`src/common/dmach_pkg.sv`:
```
`default_nettype none
package dmach_pkg;

  // ****************************************************************
  // Register indices (byte address on APB is four times the index)
  // ****************************************************************
  localparam logic [31:0] IDX_CH0_PROGRESS   = 32'h5000360e;
  localparam logic [31:0] IDX_SRC_START_LOW  = 32'h50003610;
  localparam logic [31:0] IDX_SRC_START_HIGH = 32'h50003612;
  localparam logic [31:0] IDX_DST_START_LOW  = 32'h50003614;
  localparam logic [31:0] IDX_DST_START_HIGH = 32'h50003616;
  localparam logic [31:0] IDX_MATCH_COUNT    = 32'h50003618;
  localparam logic [31:0] IDX_ITEM_COUNT     = 32'h5000361a;
  localparam logic [31:0] IDX_CONTROL        = 32'h5000361c;
  localparam logic [31:0] IDX_PROGRESS       = 32'h5000361e;

  // Only these low index bits are decoded
  localparam int unsigned DEC_W = 12;

  // ****************************************************************
  // Reset value and control write mask
  // ****************************************************************
  localparam logic [15:0] RST_REG16   = 16'h0000;
  localparam logic [15:0] CTRL_WMASK  = 16'h3fff;

  // ****************************************************************
  // Control field positions
  // ****************************************************************
  localparam int unsigned BIT_RUN      = 0;
  localparam int unsigned BIT_SIZE_LO  = 1;
  localparam int unsigned BIT_IRQ_EN   = 3;
  localparam int unsigned BIT_PTRIG    = 4;
  localparam int unsigned BIT_DST_STEP = 5;
  localparam int unsigned BIT_SRC_STEP = 6;
  localparam int unsigned BIT_RING     = 7;
  localparam int unsigned BIT_RANK_LO  = 8;
  localparam int unsigned BIT_YIELD    = 11;
  localparam int unsigned BIT_FILL     = 12;
  localparam int unsigned BIT_EDGE     = 13;

  // ****************************************************************
  // Item sizes
  // ****************************************************************
  localparam logic [1:0] SIZE_BYTE = 2'h0;
  localparam logic [1:0] SIZE_HALF = 2'h1;
  localparam logic [1:0] SIZE_WORD = 2'h2;

  typedef struct packed {
    logic [1:0] reserved;
    logic       edge_trig;
    logic       fill;
    logic       yield;
    logic [2:0] channel_rank;
    logic       ring;
    logic       src_step_en;
    logic       dst_step_en;
    logic       periph_trigger;
    logic       irq_en;
    logic [1:0] item_size;
    logic       run;
  } dmach_ctrl_t;

  typedef struct packed {
    logic        valid;
    logic        write;
    logic [1:0]  size;
    logic [31:0] addr;
    logic [31:0] wdata;
  } dmach_bus_t;

  typedef enum logic [2:0] {
    ST_IDLE  = 3'b000,
    ST_WAIT  = 3'b001,
    ST_ARB   = 3'b010,
    ST_READ  = 3'b011,
    ST_WRITE = 3'b100,
    ST_GAP   = 3'b101
  } dmach_state_t;

endpackage

`default_nettype wire

```
`src/verilog/dmach_channel.sv`:
```
// How it works
// RL1: Read-only progress count, cleared on completion
// RL2: Addresses formed from progress count, steps, size
// RL3: Source start held as two 16-bit halves
// RL4: Destination start held as two 16-bit halves
// RL5: Interrupt when match equals count before increment
// RL6: Interrupt only while allow bit set
// RL7: Transfers programmed count plus one items
// RL8: Edge select picks level or rising-edge requests
// RL9: Fill mode reads source once, writes all
// RL10: Fill transfer is never pre-empted
// RL11: Software avoids fill with peripheral trigger
// RL12: Blocking mode copies back to back, locks bus
// RL13: Yield mode waits one cycle after store
// RL14: Three-bit rank decides bus grant
// RL15: Equal rank: lower channel wins
// RL16: Normal mode stops and clears run bit
// RL17: Ring mode with peripheral trigger restarts and keeps run set
// RL18: Source step advances by item size
// RL19: Destination step advances by item size
// RL20: Peripheral trigger waits for request per item
// RL21: Item size decode 1, 2, 4 bytes
// RL22: Channel runs only while run bit set
// RL23: Each item is bus read then bus write; in fill mode, items after the first are a bus write only
// RL24: Reserved control bits read zero
`timescale 1ns/1ps
`default_nettype none

module dmach_channel (
  input  wire logic                 MCLK,
  input  wire logic                 RSTN,
  input  wire logic                 PSEL,
  input  wire logic                 PENABLE,
  input  wire logic                 PWRITE,
  input  wire logic [31:0]          PADDR,
  input  wire logic [31:0]          PWDATA,
  input  wire logic [3:0]           PSTRB,
  output logic                      PREADY,
  output logic [31:0]               PRDATA,
  output logic                      PSLVERR,
  input  wire logic                 PERIPH_REQ,
  input  wire logic                 CH0_BUS_REQ,
  input  wire logic [2:0]           CH0_RANK,
  input  wire logic [15:0]          CH0_PROGRESS,
  output dmach_pkg::dmach_bus_t     BUS_CMD,
  input  wire logic                 BUS_READY,
  input  wire logic [31:0]          BUS_RDATA,
  output logic                      BUS_LOCK,
  output logic                      BUS_REQ,
  output logic                      IRQ
);

  // ****************************************************************
  // Registers
  // ****************************************************************
  localparam int unsigned DEC_IDX = dmach_pkg::DEC_W;

  logic [15:0]             src_low;
  logic [15:0]             src_high;
  logic [15:0]             dst_low;
  logic [15:0]             dst_high;
  logic [15:0]             match_count;
  logic [15:0]             item_count;
  logic [15:0]             progress_count;
  dmach_pkg::dmach_ctrl_t  ctrl;
  dmach_pkg::dmach_state_t state;
  logic [31:0]             held_data;
  logic                    req_d;
  logic                    fill_fetched;

  logic                    setup;
  logic                    wr_en;
  logic [DEC_IDX-1:0]      idx;
  logic                    hit;
  logic [31:0]             rd_mux;
  logic                    item_done;
  logic                    last_item;
  logic                    trig;
  logic                    ch0_wins;
  logic [31:0]             src_addr;
  logic [31:0]             dst_addr;
  logic [31:0]             src_off;
  logic [31:0]             dst_off;
  logic [15:0]             wdata16;
  logic [15:0]             ctrl_next;

  function automatic logic sel(input logic [31:0] index,
                               input logic [DEC_IDX-1:0] a);
    sel = (a == index[DEC_IDX-1:0]);
  endfunction

  // ****************************************************************
  // APB slave
  // ****************************************************************
  assign setup = PSEL & ~PENABLE;
  assign wr_en = PSEL & PENABLE & PREADY & PWRITE;
  assign idx   = PADDR[DEC_IDX+1:2];
  assign wdata16 = {PSTRB[1] ? PWDATA[15:8] : 8'h00,
                    PSTRB[0] ? PWDATA[7:0]  : 8'h00};

  always_comb begin
    hit    = 1'b1;
    rd_mux = 32'h00000000;
    if (sel(dmach_pkg::IDX_CH0_PROGRESS, idx)) begin
      rd_mux = {16'h0000, CH0_PROGRESS};
    end else if (sel(dmach_pkg::IDX_SRC_START_LOW, idx)) begin
      rd_mux = {16'h0000, src_low};
    end else if (sel(dmach_pkg::IDX_SRC_START_HIGH, idx)) begin
      rd_mux = {16'h0000, src_high};
    end else if (sel(dmach_pkg::IDX_DST_START_LOW, idx)) begin
      rd_mux = {16'h0000, dst_low};
    end else if (sel(dmach_pkg::IDX_DST_START_HIGH, idx)) begin
      rd_mux = {16'h0000, dst_high};
    end else if (sel(dmach_pkg::IDX_MATCH_COUNT, idx)) begin
      rd_mux = {16'h0000, match_count};
    end else if (sel(dmach_pkg::IDX_ITEM_COUNT, idx)) begin
      rd_mux = {16'h0000, item_count};
    end else if (sel(dmach_pkg::IDX_CONTROL, idx)) begin
      rd_mux = {16'h0000, ctrl & dmach_pkg::CTRL_WMASK}; // [RL24]
    end else if (sel(dmach_pkg::IDX_PROGRESS, idx)) begin
      rd_mux = {16'h0000, progress_count};               // [RL1]
    end else begin
      hit = 1'b0;
    end
  end

  // Answer is prepared in the setup cycle so the access phase ends
  // at once; the cost is a read value one cycle old.
  always_ff @(posedge MCLK or negedge RSTN) begin
    if (!RSTN) begin
      PREADY  <= 1'b0;
      PRDATA  <= 32'h00000000;
      PSLVERR <= 1'b0;
    end else begin
      PREADY  <= setup;
      PSLVERR <= setup & ~hit;
      if (setup && !PWRITE) begin
        PRDATA <= rd_mux;
      end
    end
  end

  always_ff @(posedge MCLK or negedge RSTN) begin
    if (!RSTN) begin
      src_low     <= dmach_pkg::RST_REG16;
      src_high    <= dmach_pkg::RST_REG16;
      dst_low     <= dmach_pkg::RST_REG16;
      dst_high    <= dmach_pkg::RST_REG16;
      match_count <= dmach_pkg::RST_REG16;
      item_count  <= dmach_pkg::RST_REG16;
    end else if (wr_en) begin
      if (sel(dmach_pkg::IDX_SRC_START_LOW, idx)) begin
        src_low <= wdata16;                              // [RL3]
      end
      if (sel(dmach_pkg::IDX_SRC_START_HIGH, idx)) begin
        src_high <= wdata16;                             // [RL3]
      end
      if (sel(dmach_pkg::IDX_DST_START_LOW, idx)) begin
        dst_low <= wdata16;                              // [RL4]
      end
      if (sel(dmach_pkg::IDX_DST_START_HIGH, idx)) begin
        dst_high <= wdata16;                             // [RL4]
      end
      if (sel(dmach_pkg::IDX_MATCH_COUNT, idx)) begin
        match_count <= wdata16;
      end
      if (sel(dmach_pkg::IDX_ITEM_COUNT, idx)) begin
        item_count <= wdata16;
      end
    end
  end

  // ****************************************************************
  // Transfer control
  // ****************************************************************
  assign item_done = (state == dmach_pkg::ST_WRITE) & BUS_READY;
  assign last_item = (progress_count == item_count);     // [RL7]

  // Rising-edge detection compares with the previous sample
  assign trig = ctrl.edge_trig ? (PERIPH_REQ & ~req_d)
                               : PERIPH_REQ;             // [RL8]

  // Equal rank goes to the lower-numbered channel
  assign ch0_wins = CH0_BUS_REQ &
                    (CH0_RANK >= ctrl.channel_rank);     // [RL14] [RL15]

  always_comb begin
    unique case (ctrl.item_size)                         // [RL21]
      dmach_pkg::SIZE_HALF: begin
        src_off = {15'h0000, progress_count, 1'b0};
      end
      dmach_pkg::SIZE_WORD: begin
        src_off = {14'h0000, progress_count, 2'h0};
      end
      default: begin
        src_off = {16'h0000, progress_count};
      end
    endcase
    dst_off = ctrl.dst_step_en ? src_off : 32'h00000000; // [RL19]
    if (!ctrl.src_step_en) begin
      src_off = 32'h00000000;                            // [RL18]
    end
  end

  assign src_addr = {src_high, src_low} + src_off;       // [RL2]
  assign dst_addr = {dst_high, dst_low} + dst_off;       // [RL2]

  always_ff @(posedge MCLK or negedge RSTN) begin
    if (!RSTN) begin
      req_d <= 1'b0;
    end else begin
      req_d <= PERIPH_REQ;
    end
  end

  always_ff @(posedge MCLK or negedge RSTN) begin
    if (!RSTN) begin
      state <= dmach_pkg::ST_IDLE;
    end else if (!ctrl.run) begin
      state <= dmach_pkg::ST_IDLE;                       // [RL22]
    end else begin
      unique case (state)
        dmach_pkg::ST_IDLE: begin
          state <= ctrl.periph_trigger ? dmach_pkg::ST_WAIT
                                       : dmach_pkg::ST_ARB; // [RL20]
        end
        dmach_pkg::ST_WAIT: begin
          if (trig) begin
            state <= dmach_pkg::ST_ARB;                  // [RL20]
          end
        end
        dmach_pkg::ST_ARB: begin
          if (!ch0_wins || BUS_LOCK) begin               // [RL10]
            if (ctrl.fill && fill_fetched) begin
              state <= dmach_pkg::ST_WRITE;              // [RL9]
            end else begin
              state <= dmach_pkg::ST_READ;               // [RL23]
            end
          end
        end
        dmach_pkg::ST_READ: begin
          if (BUS_READY) begin
            state <= dmach_pkg::ST_WRITE;                // [RL23]
          end
        end
        dmach_pkg::ST_WRITE: begin
          if (BUS_READY) begin
            if (last_item && !(ctrl.ring && ctrl.periph_trigger)) begin
              state <= dmach_pkg::ST_IDLE;               // [RL16]
            end else if (ctrl.periph_trigger) begin
              state <= dmach_pkg::ST_WAIT;               // [RL17]
            end else if (ctrl.yield) begin
              state <= dmach_pkg::ST_GAP;                // [RL13]
            end else begin
              state <= dmach_pkg::ST_ARB;                // [RL12]
            end
          end
        end
        dmach_pkg::ST_GAP: begin
          state <= dmach_pkg::ST_ARB;                    // [RL13]
        end
        default: begin
          state <= dmach_pkg::ST_IDLE;
        end
      endcase
    end
  end

  always_ff @(posedge MCLK or negedge RSTN) begin
    if (!RSTN) begin
      progress_count <= dmach_pkg::RST_REG16;
    end else if (!ctrl.run) begin
      progress_count <= dmach_pkg::RST_REG16;
    end else if (item_done) begin
      if (last_item) begin
        progress_count <= dmach_pkg::RST_REG16;          // [RL1] [RL17]
      end else begin
        progress_count <= progress_count + 16'h0001;     // [RL1]
      end
    end
  end

  // Fill data is fetched once per run; later items reuse it
  always_ff @(posedge MCLK or negedge RSTN) begin
    if (!RSTN) begin
      held_data    <= 32'h00000000;
      fill_fetched <= 1'b0;
    end else begin
      if (state == dmach_pkg::ST_READ && BUS_READY) begin
        held_data    <= BUS_RDATA;                       // [RL23]
        fill_fetched <= ctrl.fill;                       // [RL9]
      end else if (!ctrl.run || (item_done && last_item)) begin
        fill_fetched <= 1'b0;
      end
    end
  end

  // Software writes win over the hardware clear of the run bit
  always_comb begin
    ctrl_next = ctrl;
    if (item_done && last_item &&
        !(ctrl.ring && ctrl.periph_trigger)) begin
      ctrl_next[dmach_pkg::BIT_RUN] = 1'b0;              // [RL16]
    end
    if (wr_en && sel(dmach_pkg::IDX_CONTROL, idx)) begin
      ctrl_next = wdata16 & dmach_pkg::CTRL_WMASK;       // [RL24]
    end
  end

  always_ff @(posedge MCLK or negedge RSTN) begin
    if (!RSTN) begin
      ctrl <= dmach_pkg::RST_REG16;
    end else begin
      ctrl <= ctrl_next;
    end
  end

  // ****************************************************************
  // Bus master outputs
  // ****************************************************************
  always_ff @(posedge MCLK or negedge RSTN) begin
    if (!RSTN) begin
      BUS_CMD <= '0;
    end else if (!ctrl.run) begin
      BUS_CMD <= '0;
    end else begin
      unique case (state)
        dmach_pkg::ST_ARB: begin
          if (!ch0_wins || BUS_LOCK) begin
            BUS_CMD.valid <= 1'b1;
            BUS_CMD.size  <= ctrl.item_size;             // [RL21]
            if (ctrl.fill && fill_fetched) begin
              BUS_CMD.write <= 1'b1;
              BUS_CMD.addr  <= dst_addr;                 // [RL9]
              BUS_CMD.wdata <= held_data;
            end else begin
              BUS_CMD.write <= 1'b0;
              BUS_CMD.addr  <= src_addr;                 // [RL23]
            end
          end
        end
        dmach_pkg::ST_READ: begin
          if (BUS_READY) begin
            BUS_CMD.write <= 1'b1;
            BUS_CMD.addr  <= dst_addr;                   // [RL23]
            BUS_CMD.wdata <= BUS_RDATA;
          end
        end
        dmach_pkg::ST_WRITE: begin
          if (BUS_READY) begin
            BUS_CMD.valid <= 1'b0;
            BUS_CMD.write <= 1'b0;
          end
        end
        default: begin
          BUS_CMD.valid <= 1'b0;
        end
      endcase
    end
  end

  // Lock is held through a fill run and through blocking copies
  always_ff @(posedge MCLK or negedge RSTN) begin
    if (!RSTN) begin
      BUS_LOCK <= 1'b0;
      BUS_REQ  <= 1'b0;
    end else if (!ctrl.run || (item_done && last_item &&
                 !(ctrl.ring && ctrl.periph_trigger))) begin
      BUS_LOCK <= 1'b0;
      BUS_REQ  <= 1'b0;
    end else begin
      BUS_REQ <= (state != dmach_pkg::ST_IDLE) &&
                 (state != dmach_pkg::ST_WAIT);
      if (state == dmach_pkg::ST_ARB && (!ch0_wins || BUS_LOCK)) begin
        BUS_LOCK <= ctrl.fill |
                    (~ctrl.yield & ~ctrl.periph_trigger); // [RL10] [RL12]
      end else if (item_done && !ctrl.fill &&
                   (ctrl.yield || ctrl.periph_trigger)) begin
        BUS_LOCK <= 1'b0;                                // [RL13]
      end
    end
  end

  always_ff @(posedge MCLK or negedge RSTN) begin
    if (!RSTN) begin
      IRQ <= 1'b0;
    end else begin
      IRQ <= item_done & ctrl.irq_en &
             (match_count == progress_count);            // [RL5] [RL6]
    end
  end

endmodule

`default_nettype wire
```
`config.mk`:
```
export PLATFORM = sky130hd
export DESIGN_NAME = dmach_channel
export DESIGN_NICKNAME = d
export VERILOG_FILES = /design/src/common/dmach_pkg.sv /design/src/verilog/dmach_channel.sv
export SDC_FILE = /design/constraint.sdc
export NUM_CORES = 1
export LEC_CHECK = 0
export ABC_CLOCK_PERIOD_IN_PS = 3300
export BUFFER_PORTS_ARGS = -buffer_cell sky130_fd_sc_hd__buf_2
export CORE_UTILIZATION = 52
export CTS_CLUSTER_DIAMETER = 100
export DETAILED_ROUTE_END_ITERATION = 10
export PLACE_DENSITY = 0.74
export SETUP_SLACK_MARGIN = 0.1
export SLEW_MARGIN = 20
export SYNTH_ARGS = -nofsm -noshare
export SYNTH_HDL_FRONTEND = slang
export SYNTH_SLANG_ARGS = --single-unit
```
`constraint.sdc`:
```
create_clock -name MCLK -period 3.3 [get_ports MCLK]
set_input_delay 0 -clock MCLK [delete_from_list [all_inputs] [get_ports MCLK]]
set_output_delay 0 -clock MCLK [all_outputs]
set_load 0.1 [all_outputs]
```
==> reports/metrics.cfg, run 1 <==
[sta]
final.setup.worst_slack_ns=-0.133
setup_violations=20
fin_worst_skew_ns=0.0113
post-route-min-period_ns=3.43
finalMaxSlewViolations=0
unrepaired_setup_endpoints_after_global_routing=yes
tightest_slew_ns=1.03
finalCritPeriodShare=1.04
max_freq_mhz=291
worst_slew_margin_rel=0.312
finalHoldViolations=0

[outcome]
failed_checks=negative setup slack
status=finished with violations

[logic_synthesis]
synth-compound-area-share=0.196
post_synth_and_or_nand_nor_area_fraction=0.161
postSynthRegisterBits=252
netlist.area_leader.share=0.428
mux_share_of_post_synthesis_cell_area=0.0812
synth_area_leader_cell=sky130_fd_sc_hd__dfrtp_1
synthArstFlopShare=1.00
synth-adder-area-share=0.0384
synth.avg_cell_area_um2=9.13
number_of_enable_type_register_cells_in_the_synthesized_netlist=0
synth_top_family_by_area=compound AO/OA/AOI/OAI gates
yosys_warnings=0
post_synth_inst_count=1612
synth_top_cells_by_area=sky130_fd_sc_hd__dfrtp_1 (43%), sky130_fd_sc_hd__nand2_1 (6.0%), sky130_fd_sc_hd__mux2_2 (4.4%), sky130_fd_sc_hd__o21ai_0 (4.3%), sky130_fd_sc_hd__ha_1 (3.6%)
synthesized_cell_area_um2=14700
synth_area_in_xor_xnor=0.0506
synth_sequential_area_ratio=0.428
yosys.cell_types.count=78
synth_ff_type=sky130_fd_sc_hd__dfrtp_1

[critical_path]
cp-end-kind=flip-flop
critical_path_class=flip-flop to flip-flop
worst-r2r-setup-slack_ns=-0.13
timing.critical_path.from_type=flip-flop
worst_flop_to_flop_path_endpoint=BUS_CMD[47]
critical_path.reg2reg.startpoint=ctrl[2]
cp.required_ns=3.73
ff2ff_path_depth=18
worst_setup_path_endpoint=BUS_CMD[47]
crit_arrival_ns=3.86
critical_path.startpoint=ctrl[2]
crit_fanout=6

[die]
io_pins=232
floorplan.core_area_um2=27800
die_y_um=170
die-width_um=170
die_area_um2=29000
rows=61
initial_core_util=0.530

[min_path]
worst_hold_path_type=primary input to flip-flop
hold_depth=3

[cells_and_area]
layout.cells.most_common_list=sky130_fd_sc_hd__dfrtp_1 (252), sky130_fd_sc_hd__nand2_1 (231), sky130_fd_sc_hd__buf_2 (176), sky130_fd_sc_hd__buf_4 (167), sky130_fd_sc_hd__o21ai_0 (111)
post_route_cells_drive_above_1_share=0.293
syn2layout_area_growth_pct=33.2
antenna-diode-count=0
fillerInstances=2091
footprint_of_the_multi_input_gates_um2=8400
finish.net_count=2157
seq_area_um2=6310
final_core_util=0.705
finalInstanceArea_um2=19600
final_common_cell=sky130_fd_sc_hd__dfrtp_1

[clocking]
clock_latency_reported_for_the_late_side_of_the_worst_skew_pair_ns=0.55
clock_sinks=252
cts_root_buf=sky130_fd_sc_hd__clkbuf_16
ctsHtreeMaxLevel=1
cts_buffers=27
clk_transition_reported_paths_ns=0.07
max-clock-path-buffers=3
tritoncts=yes

[pwr]
total_leakage_power_nw=9.13
share_comb_of_total_power=0.108
pwr-share-seq=0.445
power.density_nw_per_um2=360
switching_share=0.263
clockPowerShare=0.447
internal-power_mw=5.21
p_sw_mw=1.86
worst_ir_drop_vdd_v=0.000340

[detailed_routing]
detail-route-antenna-nets=0
vias_per_cell=6.02
drt-initial-drc-count=1494
num_vias=14329
drt_pass1_iterations=6
avgRoutedWirePerCell_um=21.4
route.detailed.drc=0
route.final.wire_length_um=50900

[global_routing]
grt_max_degree=97
grt_first_pass_wirelength_um=77800
grt_pass1_vias=14058
grt_util_all_layers=0.350
grt_remaining_overflow=0
antenna_found_initial=0

[place]
finalWeightedCongestion=0.987
portBuffers=177
placement.cell_area_um2=16900
place_hpwl_um=34100

[run]
max-cap-violations=0

metal layers:
metal | track usage | part of all wire
met5 | 0 | 0
met1 | 0.444 | 0.39
met4 | 0.167 | 0.052
met3 | 0.0667 | 0.091
met2 | 0.575 | 0.46
critical path, cell delays in order (launching register included):
cell                       delay [ns]
sky130_fd_sc_hd__dfrtp_1         0.38
sky130_fd_sc_hd__buf_6           0.12
sky130_fd_sc_hd__inv_4           0.03
sky130_fd_sc_hd__ha_4            0.17
sky130_fd_sc_hd__buf_12          0.14
sky130_fd_sc_hd__a22oi_2         0.17
sky130_fd_sc_hd__nor2_1          0.09
sky130_fd_sc_hd__a21oi_2         0.14
sky130_fd_sc_hd__nor2b_1         0.08
sky130_fd_sc_hd__ha_1            0.30
sky130_fd_sc_hd__buf_4           0.15
sky130_fd_sc_hd__o211ai_1        0.10
sky130_fd_sc_hd__o211a_1         0.20
sky130_fd_sc_hd__nor2_2          0.07
sky130_fd_sc_hd__o41a_1          0.39
sky130_fd_sc_hd__a21oi_2         0.16
sky130_fd_sc_hd__xor2_1          0.22
sky130_fd_sc_hd__nor3_1          0.11
sky130_fd_sc_hd__a221o_1         0.27
kinds of logic (layout without fill, tap and decap cells):
kind of cell,after synthesis,count (layout)
multiplexers,106,106
AO/OA/AOI/OAI,456,456
adder cells (fa/ha/maj),44,44
XOR/XNOR,85,85
flip-flops,252,252
other,1,16
AND/OR/NAND/NOR,519,519
buffers and inverters,149,526
final cells by class:
| class | count | area share |
|---|---|---|
| Clock buffer | 39 | 0.0403 |
| Timing Repair Buffer | 458 | 0.175 |
| Multi-Input combinational cell | 1226 | 0.429 |
| Clock inverter | 8 | 0.00600 |
| Sequential cell | 252 | 0.322 |
| Tap cell | 378 | 0.0241 |
| Inverter | 21 | 0.00415 |
timing repair:
item | CTS | global route
cloned | 2 | 1
hold endpoints to repair | 221 | 0
gates resized for setup | 86 | 48
endpoints found under the setup margin | 23 | 25
setup buffers | 19 | 12
hold buffers | 92 | 0
pin swaps | 47 | 38
through the flow:
step	hold slack [ns]	worst slack [ns]	cells	setup TNS, ns	total power [mW]
after floorplan	-0.296	-0.0699	1627	-0.123	3.62
after CTS	0.00191	-0.0723	2369	-0.361	7.05
after global placement	0.0667	-0.217	2209	-2.26	3.81
after detailed placement	0.0827	-0.245	2209	-3.19	3.82
final	0.0340	-0.133	2382	-1.41	7.06
after global routing	0.0197	-0.288	2382	-4.50	7.27
power by group through the flow:
stage	Combinational [mW]	Clock [mW]	Sequential, mW
final	0.761	3.16	3.14
after CTS	0.738	3.18	3.14
after floorplan	0.188	0	3.43
after detailed placement	0.626	0	3.20
after global routing	0.795	3.33	3.14
after global placement	0.618	0	3.20
registers in the layout, indices dropped and copies added (netlist names), 3 cells and up:
name	cells
BUS_CMD	68
held_data	32
PRDATA	16
dst_high	16
dst_low	16
item_count	16
match_count	16
progress_count	16
src_high	16
src_low	16
ctrl	14
state	3
Yosys cell counts, types with 10 or more instances:
cell type and count:
sky130_fd_sc_hd__nand3_1 28, sky130_fd_sc_hd__o21ai_1 37, sky130_fd_sc_hd__nor2_1 116, sky130_fd_sc_hd__clkbuf_1 84
sky130_fd_sc_hd__ha_1 42, sky130_fd_sc_hd__a21oi_1 85, sky130_fd_sc_hd__buf_4 16, sky130_fd_sc_hd__nand4_1 15
sky130_fd_sc_hd__mux2i_1 44, sky130_fd_sc_hd__nand2b_1 12, sky130_fd_sc_hd__inv_1 19, sky130_fd_sc_hd__a22oi_1 33
sky130_fd_sc_hd__o22ai_1 23, sky130_fd_sc_hd__mux2_2 57, sky130_fd_sc_hd__xor2_1 31, sky130_fd_sc_hd__buf_2 18
sky130_fd_sc_hd__o21ai_0 125, sky130_fd_sc_hd__nor3_1 16, sky130_fd_sc_hd__nand2_1 235, sky130_fd_sc_hd__buf_1 10
sky130_fd_sc_hd__and3_1 17, sky130_fd_sc_hd__o31ai_1 35, sky130_fd_sc_hd__xnor2_1 54, sky130_fd_sc_hd__dfrtp_1 252
sky130_fd_sc_hd__a21o_1 13, sky130_fd_sc_hd__or3_1 11, sky130_fd_sc_hd__a31oi_1 14, sky130_fd_sc_hd__nor2b_1 36
how the worst min path moves through the flow:
stage	start	endpoint	slack (ns)
6_report	PWDATA[7]	dst_low[7]	0.03
5_1_grt	PWDATA[3]	dst_low[3]	0.02
4_1_cts	PADDR[6]	PSLVERR	0.002
3_5_place_dp	RSTN	held_data[30]	0.08
3_3_place_gp	RSTN	held_data[30]	0.07
2_1_floorplan	RSTN	BUS_CMD[0]	-0.30
No activity file was read; power rests on OpenSTA's default activity.
==> run 2, diff against run 1 <==
--- a/config.mk
+++ b/config.mk
@@ -5,12 +5,13 @@
 export SDC_FILE = /design/constraint.sdc
 export NUM_CORES = 1
 export LEC_CHECK = 0
+export ABC_AREA = 1
 export ABC_CLOCK_PERIOD_IN_PS = 3300
 export BUFFER_PORTS_ARGS = -buffer_cell sky130_fd_sc_hd__buf_2
-export CORE_UTILIZATION = 52
+export CORE_UTILIZATION = 53
 export CTS_CLUSTER_DIAMETER = 100
 export DETAILED_ROUTE_END_ITERATION = 10
-export PLACE_DENSITY = 0.74
+export PLACE_DENSITY = 0.75
 export SETUP_SLACK_MARGIN = 0.1
 export SLEW_MARGIN = 20
 export SYNTH_ARGS = -nofsm -noshare
==> reports/metrics.cfg, run 2 <==
[die]
die_y_um=178  ; +4.3%
floorplan.core_area_um2=30000  ; +7.8%
rows=63  ; +3.3%
die-width_um=178  ; +4.3%
die_area_um2=31500  ; +8.8%
io_pins=232  ; unchanged
initial_core_util=0.546  ; +0.0158

[critical_path]
ff2ff_path_depth=20  ; +2
crit_arrival_ns=3.68  ; -0.18 ns
crit_fanout=8  ; +2
critical_path.cell_chain=inv_2 > ha_4 > clkinvlp_4 > buf_8 > o221ai_2 > o21ai_2 > buf_4 > nor2_1 > ha_1 > nand2_2 > nand2_2 > a21oi_4 > nand2_4 > nand2_1 > nand2_2 > or2_2 > nand3_2 > nand3_2 > nand2_1 > inv_1
cp-end-kind=flip-flop
critical_path_cell_with_the_highest_stage_delay=sky130_fd_sc_hd__dfrtp_1
timing.critical_path.from_type=flip-flop
critPathMostFrequentCell=sky130_fd_sc_hd__nand2_2
timing.critical_path.slowest_cell_delay_ns=0.45  ; +0.06 ns
critical_path_class=flip-flop to flip-flop
cp.required_ns=3.77  ; +0.04 ns

[place]
finalWeightedCongestion=1.07  ; +8.3%
post-place-cells=3025  ; +37%
portBuffers=177  ; unchanged
place_hpwl_um=48200  ; +42%

[detailed_routing]
avgRoutedWirePerCell_um=21.1  ; -1.2%
route.final.wire_length_um=66800  ; +31%
detail-route-antenna-nets=0  ; unchanged
drt_pass1_iterations=6  ; unchanged
route.detailed.drc=0  ; unchanged
vias_per_cell=5.86  ; -2.5%
drt-initial-drc-count=2024  ; +35%
num_vias=18543  ; +29%

[sta]
finalMaxSlewViolations=0  ; unchanged
fin_worst_skew_ns=0.0128  ; +0.00148 ns
tightest_slew_ns=1.09  ; +0.0573 ns
finalCritPeriodShare=0.972  ; -0.0683
worst_slew_margin_rel=0.271  ; -0.0408
max_freq_mhz=312  ; +7.0%
setup_violations=0  ; -100%
finalHoldViolations=0  ; unchanged
unrepaired_setup_endpoints_after_global_routing=yes
post-route-min-period_ns=3.21  ; -0.225 ns

[cells_and_area]
syn2layout_area_growth_pct=33.5
largest_register_ffs=68  ; unchanged
largestRegisters=BUS_CMD (68), held_data (32)
post_route_cells_drive_above_1_share=0.260  ; -0.0330
finish.net_count=2925  ; +36%
finish.cell_count_without_fillers=3163  ; +33%
final_common_cell=sky130_fd_sc_hd__nand2_1
final_core_util=0.728  ; +0.0227
antenna-diode-count=0  ; unchanged
layout.cells.most_common_list=sky130_fd_sc_hd__nand2_1 (660), sky130_fd_sc_hd__inv_1 (268), sky130_fd_sc_hd__dfrtp_1 (252), sky130_fd_sc_hd__buf_4 (185), sky130_fd_sc_hd__o21ai_0 (179)
largest-register=BUS_CMD

[logic_synthesis]
synth.avg_cell_area_um2=6.92  ; -24%
synth_area_leader_cell=sky130_fd_sc_hd__dfrtp_1
netlist.area_leader.share=0.386  ; -0.0426
yosys.cell_types.count=55  ; -29%
synthArstFlopShare=1.00  ; unchanged
synth_ff_type=sky130_fd_sc_hd__dfrtp_1
synth_most_common_cell=sky130_fd_sc_hd__nand2_1
synth_top_cells_by_area=sky130_fd_sc_hd__dfrtp_1 (39%), sky130_fd_sc_hd__nand2_1 (16%), sky130_fd_sc_hd__o21ai_0 (6.6%), sky130_fd_sc_hd__inv_1 (6.4%), sky130_fd_sc_hd__nand3_1 (5.7%)
number_of_enable_type_register_cells_in_the_synthesized_netlist=0  ; unchanged
synth_sequential_area_ratio=0.386  ; -0.0426
synthesized_cell_area_um2=16300  ; +11%
yosys_warnings=0  ; unchanged
postSynthRegisterBits=252  ; unchanged
post_synth_inst_count=2363  ; +47%
synth_top_cells_by_count=sky130_fd_sc_hd__nand2_1 (713), sky130_fd_sc_hd__inv_1 (280), sky130_fd_sc_hd__dfrtp_1 (252)

[clocking]
ctsHtreeMaxLevel=1  ; unchanged
clock_latency_reported_for_the_late_side_of_the_worst_skew_pair_ns=0.58  ; +0.03 ns
clk_transition_reported_paths_ns=0.06  ; about the same
cts_buffers=29  ; +7.4%
max-clock-path-buffers=3  ; unchanged
cts_root_buf=sky130_fd_sc_hd__clkbuf_16
tritoncts=yes
clock_sinks=252  ; unchanged

[global_routing]
grt_max_degree=125  ; +29%
grt_util_all_layers=0.415  ; +0.0659
grt_remaining_overflow=0  ; unchanged
grt_pass1_vias=17295  ; +23%
antenna_found_initial=0  ; unchanged
grt_first_pass_wirelength_um=98500  ; +27%

[pwr]
worst_ir_drop_vdd_v=0.000955  ; +180%
switching_share=0.491  ; +0.228
internal-power_mw=6.83  ; +31%
power.density_nw_per_um2=615  ; +71%
p_sw_mw=6.58  ; +250%
pwr-share-seq=0.303  ; -0.142
clockPowerShare=0.241  ; -0.206
total_leakage_power_nw=10.5  ; +15%
share_comb_of_total_power=0.456  ; +0.348

[min_path]
worst_hold_path_type=primary input to flip-flop
hold_depth=5  ; +2

[outcome]
status=complete, no violations

[run]
max-cap-violations=0  ; unchanged

==> run 2: changes by cell type after synthesis, moves of 44 or more <==
| cell | before | now |
|---|---|---|
| sky130_fd_sc_hd__nand2_1 | 235 | 713 |
| sky130_fd_sc_hd__inv_1 | 19 | 280 |
| sky130_fd_sc_hd__nand3_1 | 28 | 187 |
| sky130_fd_sc_hd__o21ai_0 | 125 | 215 |
| sky130_fd_sc_hd__nor2_1 | 116 | 202 |
| sky130_fd_sc_hd__mux2_2 | 57 | 1 |
| sky130_fd_sc_hd__mux2i_1 | 44 | 0 |
==> run 2: power by group through the flow <==
stage | clock, mW | combinational (mW) | sequential, mW
5_1_grt | 3.37 | 6.48 | 4.12
4_1_cts | 3.22 | 5.97 | 4.03
6_report | 3.23 | 6.12 | 4.06
2_1_floorplan | 0 | 2.03 | 6.75
3_3_place_gp | 0 | 5.80 | 4.05
3_5_place_dp | 0 | 5.88 | 4.08
==> run 2: layout make-up <==
cell class              count  area (um2)
clock buffers              43         858
clock inverters             7        83.8
fillers                  2381        8140
inverters                 296        1120
multi-input cells        1739        9860
flip-flops and latches    252        6310
well taps                 390         488
repair buffers            436        3090
==> run 2: per-layer routing <==
metal | track usage | up-vias | share of wire | routed length [um]
li1 | - | 8442 | - | -
met1 | 0.543 | 8743 | 0.38 | 25600
met2 | 0.645 | 1116 | 0.45 | 29800
met3 | 0.0795 | 240 | 0.10 | 6920
met4 | 0.236 | 2 | 0.065 | 4370
met5 | 0 | - | 0.00069 | 46
==> run 2: final timing paths <==
path	start	slack (ns)	to
min	PADDR[3]	0.02	PRDATA[2]
max	ctrl[2]	0.09	BUS_CMD[47]
max reg2reg	ctrl[2]	0.09	BUS_CMD[47]
min reg2reg	BUS_CMD[33]	0.48	BUS_CMD[33]
min in group asynchronous	RSTN	0.11	PRDATA[2]
max in group asynchronous	RSTN	2.22	PRDATA[10]
==> run 2: repair_timing <==
| item | in CTS | in global routing |
|---|---|---|
| setup buffers | 6 | 14 |
| pin swaps | 9 | 66 |
| endpoints found under the setup margin | 26 | 29 |
| gates resized for setup | 68 | 274 |
| hold endpoints to repair | 246 | 0 |
| hold buffers | 65 | 0 |
| gates cloned | 0 | 3 |
==> run 2: cells by family after synthesis <==
group / after synthesis / synth area share
flip-flops: 252 / 0.386
XOR/XNOR: 26 / 0.0139
multiplexers: 1 / 0.000689
AND/OR/NAND/NOR: 1252 / 0.326
other: 1 / 0.000229
adder cells (fa/ha/maj): 44 / 0.0346
buffers and inverters: 387 / 0.0962
AO/OA/AOI/OAI: 400 / 0.142
==> run 2: per-stage QoR <==
stage | power [mW] | setup slack, ns | setup TNS (ns) | hold slack (ns) | area (um2)
after floorplan | 8.78 | 0.427 | 0 | -0.296 | 16400
after global routing | 14.0 | -0.0238 | -0.0895 | 0.0128 | 21800
after global placement | 9.85 | -0.161 | -0.837 | 0.134 | 18600
after detailed placement | 9.96 | -0.168 | -1.49 | 0.135 | 18600
after CTS | 13.2 | 0.0844 | 0 | 0.00143 | 20500
final | 13.4 | 0.0927 | 0 | 0.0219 | 21800
==> run 2: worst max-delay path: cells and delay by family (launching register included) <==
| kind | cells | cell delay [ns] |
|---|---|---|
| AND/OR/NAND/NOR | 10 | 1.12 |
| buffers and inverters | 5 | 0.60 |
| AO/OA/AOI/OAI | 3 | 0.47 |
| flip-flops | 1 | 0.45 |
| adder cells (fa/ha/maj) | 2 | 0.45 |
